**config.mk**
```make
export PLATFORM = sky130hd
export DESIGN_NAME = ggc_control
export DESIGN_NICKNAME = d
export VERILOG_FILES = /design/src/inc/ggc_pkg.sv /design/src/inc/ggc_tmr_if.sv /design/src/verilog/ggc_sync2.sv /design/src/verilog/ggc_cal_timer.sv /design/src/verilog/ggc_control.sv
export SDC_FILE = /design/constraint.sdc
export NUM_CORES = 1
export LEC_CHECK = 0
export BUFFER_PORTS_ARGS = -buffer_cell sky130_fd_sc_hd__buf_2
export CORE_AREA = 2 2 207 107
export CTS_CLUSTER_DIAMETER = 150
export DETAILED_ROUTE_END_ITERATION = 7
export DIE_AREA = 0 0 209 109
export GPL_TIMING_DRIVEN = 1
export PLACE_DENSITY_LB_ADDON = 0.05
export SLEW_MARGIN = 20
export SYNTH_ARGS = -nofsm -noshare
export SYNTH_HDL_FRONTEND = slang
export SYNTH_SLANG_ARGS = --single-unit
```
**constraint.sdc**
```tcl
create_clock -name mclk -period 17.5 [get_ports mclk]
set_clock_uncertainty 0.1 [all_clocks]
set_input_delay 1.75 -clock mclk [delete_from_list [all_inputs] [get_ports mclk]]
set_output_delay 1.75 -clock mclk [all_outputs]
set_load 0.02 [all_outputs]
```
**src/inc/ggc_pkg.sv**
```systemverilog
// Purpose: constants and types of the gauge control subcommand block
// Assumes: 40 MHz mclk; host link is a two-wire serial bus sampled by mclk
// Notes: subcommand words arrive through link pointer bytes 0x00 and 0x01
// How it works
// - Host writes low then high byte at control port; high byte starts decode.
// - Locked state honours status, identity, chemistry, hibernate, and stored-value reads of 0x0004, 0x0009, 0x000a.
// - Subcommand 0x0000 loads gauge state word into control port result.
// - State word high byte: full lock, lock, sum valid, coulomb cal, board cal, one.
// - State word low byte: hibernate, sleep, power model, resistance off, fit, learn.
// - Hibernate request bit asks for hibernate from sleep; resets to zero.
// - Power model bit is one for constant power; zero means constant current.
// - Subcommands 1, 2, 3 return part kind, firmware and silicon revision.
// - Unlocked 0x0004 captures flash sum, returns it, sets sum valid.
// - Locked 0x0004 computes nothing but returns stored sum.
// - Subcommand 0x0005 returns full resets low, partial resets high.
// - Subcommand 0x0007 returns the previously written subcommand word.
// - Subcommand 0x0008 returns the chemistry code.
// - Unlocked 0x0009 measures offset shorted then open; difference is board offset.
// - After about 32 s return board offset, store it, set board cal flag.
// - Locked 0x0009 only returns stored board offset.
// - Unlocked 0x000a measures shorted offset; locked returns stored value.
// - Shorted offset measurement returns its value after about 16 s.
// - Subcommand 0x000b writes coulomb offset to flash.
// - 0x0011 sets, 0x0012 clears hibernate request, in both states.
// - 0x0020 enters locked state, accepted only while unlocked.
// - Unlocked 0x0021, 0x0022, 0x0040, 0x0041 start algo, code sum, cal, reset.
// - Leaving hibernate clears the hibernate request bit.
// - Control port stays readable and writable in both access states.
package ggc_pkg;
  localparam logic [6:0] DEV_ADDR = 7'h2a; // Arbitrary link address
  localparam logic [7:0] PTR_CTRL_LO = 8'h00;
  localparam logic [7:0] PTR_CTRL_HI = 8'h01;
  localparam logic [7:0] RD_UNMAPPED = 8'h00;
  localparam logic [3:0] BYTE_BITS = 4'h8;
  // Identity values below are arbitrary
  localparam logic [15:0] PART_KIND = 16'h0a5c;
  localparam logic [15:0] FW_REV = 16'h0102;
  localparam logic [15:0] SILICON_REV = 16'h0003;
  localparam logic [15:0] CHEM_CODE = 16'h0100;
  localparam logic LOCK_AT_RESET = 1'b0;
  localparam logic [15:0] SC_STATUS = 16'h0000, SC_PART = 16'h0001, SC_FW = 16'h0002;
  localparam logic [15:0] SC_HW = 16'h0003, SC_FLASH_SUM = 16'h0004, SC_RESET_CNT = 16'h0005;
  localparam logic [15:0] SC_LAST = 16'h0007, SC_CHEM = 16'h0008, SC_BOARD = 16'h0009;
  localparam logic [15:0] SC_CC_MEAS = 16'h000a, SC_CC_STORE = 16'h000b;
  localparam logic [15:0] SC_HIB_SET = 16'h0011, SC_HIB_CLR = 16'h0012, SC_LOCK = 16'h0020;
  localparam logic [15:0] SC_ALGO = 16'h0021, SC_CODE_SUM = 16'h0022;
  localparam logic [15:0] SC_CAL_MODE = 16'h0040, SC_FULL_RST = 16'h0041;
  localparam int SB_FULL_LOCK = 14, SB_LOCK = 13, SB_SUM_OK = 12, SB_CC_CAL = 11;
  localparam int SB_BRD_CAL = 10, SB_ONE = 9, SB_HIB = 6, SB_SLEEP = 4;
  localparam int SB_PWR_MODEL = 3, SB_RES_OFF = 2, SB_VFIT = 1, SB_LEARN = 0;
  localparam logic [1:0] FL_BOARD = 2'h1, FL_CC = 2'h2;
  localparam int TMR_W = 32;
  localparam longint unsigned MCLK_HZ = 40_000_000;
  localparam longint unsigned BOARD_CAL_S = 32;
  localparam longint unsigned CC_CAL_S = 16;
  localparam longint unsigned BOARD_CAL_CYC = BOARD_CAL_S * MCLK_HZ;
  localparam longint unsigned CC_CAL_CYC = CC_CAL_S * MCLK_HZ;
  typedef enum logic [2:0] {I_IDLE = 3'h0, I_ADDR = 3'h1, I_AACK = 3'h3, I_RX = 3'h2,
    I_RACK = 3'h6, I_TX = 3'h7, I_TACK = 3'h5} ggc_link_st_t;
  typedef enum logic [1:0] {C_IDLE = 2'h0, C_SHORT = 2'h1, C_OPEN = 2'h3,
    C_CC = 2'h2} ggc_cal_st_t;
endpackage

```
**src/inc/ggc_tmr_if.sv**
```systemverilog
// Purpose: start and done handshake between decoder and calibration timer
// Assumes: both ends on mclk
// Notes: start is a one-cycle pulse, load is sampled with it
`timescale 1ns/1ps
interface ggc_tmr_if;
  logic start;
  logic [31:0] load;
  logic done;
  modport ctl (output start, output load, input done);
  modport tmr (input start, input load, output done);
endinterface

```
**src/verilog/ggc_sync2.sv**
```systemverilog
// Purpose: two-flop synchroniser for one link pin
// Assumes: input is asynchronous to mclk
// Notes: only the second flop is visible outside
`timescale 1ns/1ps
module ggc_sync2 #(
  parameter logic RST_VAL = 1'b1
) (
  input wire logic mclk,
  input wire logic rst,
  input wire logic d,
  output logic q
);
  typedef struct packed {
    logic ff1;
    logic ff2;
  } ggc_sync_t;
  ggc_sync_t s, next_s;
  always_comb
  begin
    next_s.ff1 = d;
    next_s.ff2 = s.ff1;
  end
  always_ff @(posedge mclk or posedge rst)
  begin
    if (rst)
      s <= {RST_VAL, RST_VAL};
    else
      s <= next_s;
  end
  assign q = s.ff2;
endmodule

```
**src/verilog/ggc_cal_timer.sv**
```systemverilog
// Purpose: down counter timing offset measurement phases
// Assumes: load is at least one cycle
// Notes: done pulses load plus one cycles after start
`timescale 1ns/1ps
module ggc_cal_timer import ggc_pkg::*; (
  input wire logic mclk,
  input wire logic rst,
  ggc_tmr_if.tmr tif
);
  typedef struct packed {
    logic [TMR_W-1:0] cnt;
    logic done;
  } ggc_tmr_t;
  ggc_tmr_t s, next_s;
  always_comb
  begin
    next_s = s;
    next_s.done = 1'b0;
    if (tif.start)
      next_s.cnt = tif.load;
    else if (s.cnt != '0)
    begin
      next_s.cnt = s.cnt - 32'h1;
      next_s.done = (s.cnt == 32'h1);
    end
  end
  always_ff @(posedge mclk or posedge rst)
  begin
    if (rst)
      s <= '0;
    else
      s <= next_s;
  end
  assign tif.done = s.done;
endmodule

```
**src/verilog/ggc_control.sv**
```systemverilog
// Purpose: control port subcommand decoder with two-wire host link slave
// Assumes: status and measurement inputs come from logic on mclk
// Notes: only link pointers 0x00 and 0x01 are mapped; others read zero
`timescale 1ns/1ps
module ggc_control import ggc_pkg::*; #(
  parameter logic [TMR_W-1:0] BOARD_CAL_CYCLES = TMR_W'(BOARD_CAL_CYC),
  parameter logic [TMR_W-1:0] CC_CAL_CYCLES = TMR_W'(CC_CAL_CYC)
) (
  input wire logic mclk,
  input wire logic rst,
  input wire logic scl,
  input wire logic sda_in,
  output logic sda_out,
  output logic sda_oe,
  input wire logic sleep_mode,
  input wire logic power_model_flag,
  input wire logic resistance_update_off,
  input wire logic voltage_unfit,
  input wire logic hibernate_exit,
  input wire logic [7:0] full_reset_count,
  input wire logic [7:0] partial_reset_count,
  input wire logic [15:0] flash_sum_in,
  input wire logic [15:0] code_sum_in,
  input wire logic [15:0] cc_meas_in,
  output logic sense_short,
  output logic cal_mode,
  output logic algo_start,
  output logic full_reset,
  output logic hibernate_req,
  output logic locked,
  output logic flash_wr,
  output logic [1:0] flash_wr_sel,
  output logic [15:0] flash_wr_data
);
  localparam logic [TMR_W-1:0] BRD_HALF = BOARD_CAL_CYCLES >> 1;

  typedef struct packed {
    ggc_link_st_t st;
    logic [3:0] bitcnt;
    logic [7:0] shreg;
    logic rw;
    logic first;
    logic nack;
    logic [7:0] ptr;
    logic [7:0] cmd_lo;
    logic scl_d;
    logic sda_d;
    logic sda_oe;
    logic [15:0] result;
    logic [15:0] last_cmd;
    logic [15:0] df_sum;
    logic [15:0] boff;
    logic [15:0] cc_off;
    logic [15:0] samp;
    logic lock;
    logic full_lock;
    logic sum_ok;
    logic board_cal_active;
    logic hib;
    logic learn;
    logic vfit;
    logic cal_mode;
    ggc_cal_st_t cal;
    logic sense_short;
    logic algo_start;
    logic full_reset;
    logic flash_wr;
    logic [1:0] flash_sel;
    logic [15:0] flash_data;
    logic tstart;
    logic [TMR_W-1:0] tload;
  } ggc_state_t;

  ggc_state_t s, next_s;
  ggc_tmr_if tif();
  logic scl_s, sda_s;
  logic scl_rise, scl_fall, start_c, stop_c;
  logic cmd_go, cmd_take;
  logic [15:0] cmd_word, st_word, diff;
  logic [7:0] txb;

  ggc_sync2 #(.RST_VAL(1'b1)) u_sync_scl (
    .mclk(mclk),
    .rst(rst),
    .d(scl),
    .q(scl_s)
  );
  ggc_sync2 #(.RST_VAL(1'b1)) u_sync_sda (
    .mclk(mclk),
    .rst(rst),
    .d(sda_in),
    .q(sda_s)
  );
  ggc_cal_timer u_timer (
    .mclk(mclk),
    .rst(rst),
    .tif(tif)
  );
  assign tif.start = s.tstart;
  assign tif.load = s.tload;

  function automatic logic [7:0] rd_byte(input logic [7:0] p, input logic [15:0] r);
    // Control port is readable in either access state
    if (p == PTR_CTRL_LO)
      return r[7:0];
    else if (p == PTR_CTRL_HI)
      return r[15:8];
    else
      return RD_UNMAPPED;
  endfunction

  always_comb
  begin
    st_word = '0;
    st_word[SB_FULL_LOCK] = s.full_lock;
    st_word[SB_LOCK] = s.lock;
    st_word[SB_SUM_OK] = s.sum_ok;
    st_word[SB_CC_CAL] = (s.cal == C_CC);
    st_word[SB_BRD_CAL] = s.board_cal_active;
    st_word[SB_ONE] = 1'b1;
    st_word[SB_HIB] = s.hib;
    st_word[SB_SLEEP] = sleep_mode;
    st_word[SB_PWR_MODEL] = power_model_flag;
    st_word[SB_RES_OFF] = resistance_update_off;
    st_word[SB_VFIT] = s.vfit;
    st_word[SB_LEARN] = s.learn;
  end

  assign scl_rise = scl_s & ~s.scl_d;
  assign scl_fall = ~scl_s & s.scl_d;
  assign start_c = scl_s & s.scl_d & s.sda_d & ~sda_s;
  assign stop_c = scl_s & s.scl_d & ~s.sda_d & sda_s;
  assign diff = cc_meas_in - s.samp;

  always_comb
  begin
    next_s = s;
    cmd_go = 1'b0;
    cmd_word = '0;
    txb = '0;
    next_s.tstart = 1'b0;
    next_s.algo_start = 1'b0;
    next_s.full_reset = 1'b0;
    next_s.flash_wr = 1'b0;
    next_s.scl_d = scl_s;
    next_s.sda_d = sda_s;
    // Link slave; no clock stretching, so the host sets the pace
    if (start_c)
    begin
      next_s.st = I_ADDR;
      next_s.bitcnt = '0;
      next_s.first = 1'b1;
      next_s.sda_oe = 1'b0;
    end
    else if (stop_c)
    begin
      next_s.st = I_IDLE;
      next_s.sda_oe = 1'b0;
    end
    else if (scl_rise)
    begin
      if (s.st == I_ADDR || s.st == I_RX)
      begin
        next_s.shreg = {s.shreg[6:0], sda_s};
        next_s.bitcnt = s.bitcnt + 4'h1;
      end
      if (s.st == I_TACK)
        next_s.nack = sda_s;
    end
    else if (scl_fall)
    begin
      unique case (s.st)
        I_IDLE:
          next_s.st = I_IDLE;
        I_ADDR:
          if (s.bitcnt == BYTE_BITS)
          begin
            if (s.shreg[7:1] == DEV_ADDR)
            begin
              next_s.st = I_AACK;
              next_s.sda_oe = 1'b1;
              next_s.rw = s.shreg[0];
            end
            else
              next_s.st = I_IDLE;
          end
        I_AACK:
        begin
          if (s.rw)
          begin
            txb = rd_byte(s.ptr, s.result);
            next_s.st = I_TX;
            next_s.shreg = txb;
            next_s.sda_oe = ~txb[7];
            next_s.bitcnt = 4'h1;
          end
          else
          begin
            next_s.st = I_RX;
            next_s.sda_oe = 1'b0;
            next_s.bitcnt = '0;
          end
        end
        I_RX:
          if (s.bitcnt == BYTE_BITS)
          begin
            next_s.st = I_RACK;
            next_s.sda_oe = 1'b1;
            if (s.first)
            begin
              next_s.ptr = s.shreg;
              next_s.first = 1'b0;
            end
            else
            begin
              next_s.ptr = s.ptr + 8'h1;
              if (s.ptr == PTR_CTRL_LO)
                next_s.cmd_lo = s.shreg;
              if (s.ptr == PTR_CTRL_HI)
              begin
                cmd_go = 1'b1;
                cmd_word = {s.shreg, s.cmd_lo};
              end
            end
          end
        I_RACK:
        begin
          next_s.st = I_RX;
          next_s.sda_oe = 1'b0;
          next_s.bitcnt = '0;
        end
        I_TX:
          if (s.bitcnt == BYTE_BITS)
          begin
            next_s.st = I_TACK;
            next_s.sda_oe = 1'b0;
          end
          else
          begin
            next_s.sda_oe = ~s.shreg[6];
            next_s.shreg = {s.shreg[6:0], 1'b0};
            next_s.bitcnt = s.bitcnt + 4'h1;
          end
        I_TACK:
          if (!s.nack)
          begin
            next_s.ptr = s.ptr + 8'h1;
            txb = rd_byte(next_s.ptr, s.result);
            next_s.st = I_TX;
            next_s.shreg = txb;
            next_s.sda_oe = ~txb[7];
            next_s.bitcnt = 4'h1;
          end
          else
            next_s.st = I_IDLE;
        default:
          next_s.st = I_IDLE;
      endcase
    end

    // Offset measurement phases; board offset uses two equal halves
    if (tif.done)
    begin
      unique case (s.cal)
        C_IDLE:
          next_s.cal = C_IDLE;
        C_SHORT:
        begin
          next_s.samp = cc_meas_in;
          next_s.cal = C_OPEN;
          next_s.sense_short = 1'b0;
          next_s.tstart = 1'b1;
          next_s.tload = BRD_HALF;
        end
        C_OPEN:
        begin
          next_s.boff = diff;
          next_s.result = diff;
          next_s.board_cal_active = 1'b1;
          next_s.flash_wr = 1'b1;
          next_s.flash_sel = FL_BOARD;
          next_s.flash_data = diff;
          next_s.cal = C_IDLE;
        end
        C_CC:
        begin
          next_s.cc_off = cc_meas_in;
          next_s.result = cc_meas_in;
          next_s.sense_short = 1'b0;
          next_s.cal = C_IDLE;
        end
      endcase
    end

    // A running measurement owns the result word, so words sent meanwhile are dropped
    cmd_take = cmd_go && (s.cal == C_IDLE);
    if (hibernate_exit)
      next_s.hib = 1'b0;
    if (voltage_unfit)
      next_s.vfit = 1'b0;
    if (cmd_take)
    begin
      if (cmd_word != SC_LAST)
        next_s.last_cmd = cmd_word;
      unique case (cmd_word)
        SC_STATUS:
          next_s.result = st_word;
        SC_PART:
          next_s.result = PART_KIND;
        SC_FW:
          next_s.result = FW_REV;
        SC_HW:
          next_s.result = SILICON_REV;
        SC_CHEM:
          next_s.result = CHEM_CODE;
        SC_FLASH_SUM:
          if (!s.lock)
          begin
            next_s.df_sum = flash_sum_in;
            next_s.sum_ok = 1'b1;
            next_s.result = flash_sum_in;
          end
          else
            next_s.result = s.df_sum;
        SC_RESET_CNT:
          if (!s.lock)
            next_s.result = {partial_reset_count, full_reset_count};
        SC_LAST:
          if (!s.lock)
            next_s.result = s.last_cmd;
        SC_BOARD:
          if (!s.lock)
          begin
            next_s.cal = C_SHORT;
            next_s.sense_short = 1'b1;
            next_s.tstart = 1'b1;
            next_s.tload = BRD_HALF;
          end
          else
            next_s.result = s.boff;
        SC_CC_MEAS:
          if (!s.lock)
          begin
            next_s.cal = C_CC;
            next_s.sense_short = 1'b1;
            next_s.tstart = 1'b1;
            next_s.tload = CC_CAL_CYCLES;
          end
          else
            next_s.result = s.cc_off;
        SC_CC_STORE:
          if (!s.lock)
          begin
            next_s.flash_wr = 1'b1;
            next_s.flash_sel = FL_CC;
            next_s.flash_data = s.cc_off;
          end
        SC_HIB_SET:
          next_s.hib = 1'b1;
        SC_HIB_CLR:
          next_s.hib = 1'b0;
        SC_LOCK:
          if (!s.lock)
          begin
            next_s.lock = 1'b1;
            next_s.full_lock = 1'b1;
          end
        SC_ALGO:
          if (!s.lock)
          begin
            next_s.learn = 1'b1;
            next_s.vfit = 1'b1;
            next_s.algo_start = 1'b1;
          end
        SC_CODE_SUM:
          if (!s.lock)
          begin
            next_s.result = code_sum_in;
            next_s.sum_ok = 1'b1;
          end
        SC_CAL_MODE:
          if (!s.lock)
            next_s.cal_mode = 1'b1;
        SC_FULL_RST:
          if (!s.lock)
            next_s.full_reset = 1'b1;
        default:
          next_s.result = s.result;
      endcase
    end
  end

  always_ff @(posedge mclk or posedge rst)
  begin
    if (rst)
    begin
      s <= '0;
      s.scl_d <= 1'b1;
      s.sda_d <= 1'b1;
      s.lock <= LOCK_AT_RESET;
      s.full_lock <= LOCK_AT_RESET;
      s.hib <= 1'b0;
    end
    else
      s <= next_s;
  end

  // Open drain: the pin is only ever pulled low
  assign sda_out = 1'b0;
  assign sda_oe = s.sda_oe;
  assign sense_short = s.sense_short;
  assign cal_mode = s.cal_mode;
  assign algo_start = s.algo_start;
  assign full_reset = s.full_reset;
  assign hibernate_req = s.hib;
  assign locked = s.lock;
  assign flash_wr = s.flash_wr;
  assign flash_wr_sel = s.flash_sel;
  assign flash_wr_data = s.flash_data;
endmodule

```
==> impl_metrics.tcl <==
set metrics [dict create \
    insertion_delay_ps 550 \
    ctsHoldBuffers 0 \
    ir_worst_vdd_mv 0.0877 \
    critPathSlowestCell "nor3_2" \
    drcViolationCount 0 \
    seq_area_frac_synth 0.438 \
    critPathKind "reg2reg" \
    cp_num_buf_inv 1 \
    die_area_um2 22800 \
    cts_buffers 22 \
    fmax_mhz 215 \
    avgViaCountPerCell 6.81 \
    gr-usage-met3 0.229 \
    min_period_ps 4660 \
    worst_pin_slew_ps 1170 \
    end_kind "flip-flop" \
    synth_cell_types 86 \
    synth_top_area_frac 0.426 \
    cts_buffer_depth 3 \
    grt_max_degree 97 \
    synth_fp_nets 1581 \
    drive_gt1_frac 0.155 \
    fp.dieW_um 209 \
    cap_violations 0 \
    worstSetupStartpointType "flip-flop" \
    fin_crit_sh 0.266 \
    grt_pass1_wl_um 69000 \
    synth_edf_count 0 \
    hp-class "reg2reg" \
    clock-sinks 235 \
    track_usage 0.406 \
    vias 12315 \
    route.detailed.wl_per_inst_um 25.4 \
    clk_pin_slew_ps 70 \
    grtUsageMet1 0.607 \
    grt_util_met2 0.489 \
    start_util 0.635 \
    cts_tree "built" \
    diodes 0 \
    slew_headroom 0.212 \
    ys_ff_latch 235 \
    fp.dieH_um 109 \
    rsz0062_at_grt "false" \
    cts_root_buffer "clkbuf_16" \
    antenna_found_initial 0 \
    power_density_nw_per_um2 78.5 \
    cts_max_level 1 \
    fin_tns_setup_ps 0 \
    place_congestion 1.09 \
    leakage_nw 6.62 \
    grt-busiest-layer "met1" \
    synth_warnings 0 \
    hold_violations 0 \
    port_buffers 98 \
    cpPeakStageDelay_ps 1040 \
    pre_cts_ws_ps 12620 \
    grt_pass1_vias 11437 \
    crit_required_ps 17850 \
    stdcell_count 1808 \
    areaGrowthSynthToFinish_pct 9.62 \
    final_common_cell "dfrtp_1" \
    overflow 0 \
    synth_area_leader_cell "dfrtp_1" \
    synth_cells 1477 \
    crit_fanout 16 \
    cts_resized 0 \
    avgSynthCellArea_um2 9.10 \
    async_reset_ff_frac 1.00 \
    yosys-top-cells-area "dfrtp_1 43%, nand2_1 5.6%, o21ai_0 4.2%, a21oi_1 3.2%, ha_1 2.8%" \
    cp_common_cell "o21ai_0" \
    core_um2 21200 \
    synth_ff_type "dfrtp_1" \
    setup_ws_ps 12840 \
    netlist_area_um2 13400 \
    maxSlewViolCount 0 \
    status "finished clean" \
    mostFrequentLayoutCells "229 x dfrtp_1, 200 x nand2_1, 114 x o21ai_0" \
    ant_nets 0 \
    finalSetupViolations 0 \
    crit_chain "inv_1 -> ha_1 -> nand2b_1 -> a211oi_1 -> nand3_1 -> nor3_2 -> a222oi_1 -> o211ai_1 -> o21ai_0 -> o21ai_0" \
    wl_um 45900 \
    cp_top_family "simple AND/OR/NAND/NOR gates" \
    post_cts_buffers 0 \
    finish.utilization 0.696 \
    row_count 38 \
    first_pass_iters 6 \
    pin_count 100 \
    hpwl_um 34000 \
    finalNetCount 1618 \
    dp.cells 1770 \
    critical_path_arrival_ps 5020 \
    drt_iter0_markers 1853 \
]
worst paths after layout:
check / start / to / slack, ps / cells after the start
max: s[163] / s[156] / 12840 / 10
max in group asynchronous: rst / s[197] / 14660 / 3
min in group asynchronous: rst / flash_wr / 1200 / 2
min reg2reg: u_sync_sda.next_s[0] / u_sync_sda.q / 260 / 0
max reg2reg: s[163] / s[156] / 12840 / 10
min: u_sync_sda.next_s[0] / u_sync_sda.q / 260 / 0
report_power, final:
| group | total (mW) | switching (mW) | leakage, nW | internal (mW) |
|---|---|---|---|---|
| sequential | 0.580 | 0.0262 | 2.90 | 0.554 |
| clock | 0.509 | 0.227 | 0.351 | 0.282 |
| combinational | 0.0672 | 0.0439 | 3.37 | 0.0232 |
cells by family after synthesis:
logic type,after synthesis,share of synthesized area
AND/OR/NAND/NOR,545,0.209
AO/OA/AOI/OAI,414,0.201
multiplexers,56,0.0463
buffers and inverters,154,0.0492
other,1,0.000279
XOR/XNOR,41,0.0267
adder cells (fa/ha/maj),31,0.0294
flip-flops,235,0.438
metrics by stage:
step                      instance area (µm²)  hold slack, ps  power (mW)
after floorplan                         13400             245       0.614
after global placement                  14000             248       0.651
after detailed placement                14000             248       0.652
after global routing                    14700             258        1.18
after CTS                               14700             259        1.15
final                                   14700             257        1.16
cell usage after synthesis (all sizes together) (8+ instances only):
cell	n
a211oi	15
a21o	19
a21oi	87
a221oi	22
a222oi	15
a22o	15
a22oi	22
a31oi	10
and2	33
and3	10
buf	33
clkbuf	70
dfrtp	229
ha	30
inv	50
mux2	46
mux2i	10
nand2	201
nand2b	25
nand3	39
nand4	13
nor2	93
nor2b	15
nor3	41
nor4	18
o211ai	15
o21a	8
o21ai	131
o22ai	8
o31ai	9
or2	8
or3	12
or4	11
xnor2	25
xor2	16
cell type report:
class | count | area, µm²
clock inverter | 12 | 158
multi-input combinational | 1088 | 6940
inverter | 51 | 199
timing repair buffer | 116 | 626
tap | 280 | 350
fill | 1692 | 6420
clock buffer | 26 | 576
sequential | 235 | 5890
per-layer routing:
| metal | part of all wire | routed length (µm) |
|---|---|---|
| met1 | 0.44 | 20100 |
| met3 | 0.18 | 8160 |
| met2 | 0.36 | 16500 |
| met5 | 0.0064 | 292 |
| met4 | 0.018 | 818 |
flip-flops by register name, summed over array words and instances (netlist names), 2 cells and up:
name / count
tif.load: 32
u_timer.s: 32
s: 139
flash_wr_sel: 2
flash_wr_data: 16
No activity file was read; power rests on OpenSTA's default activity.
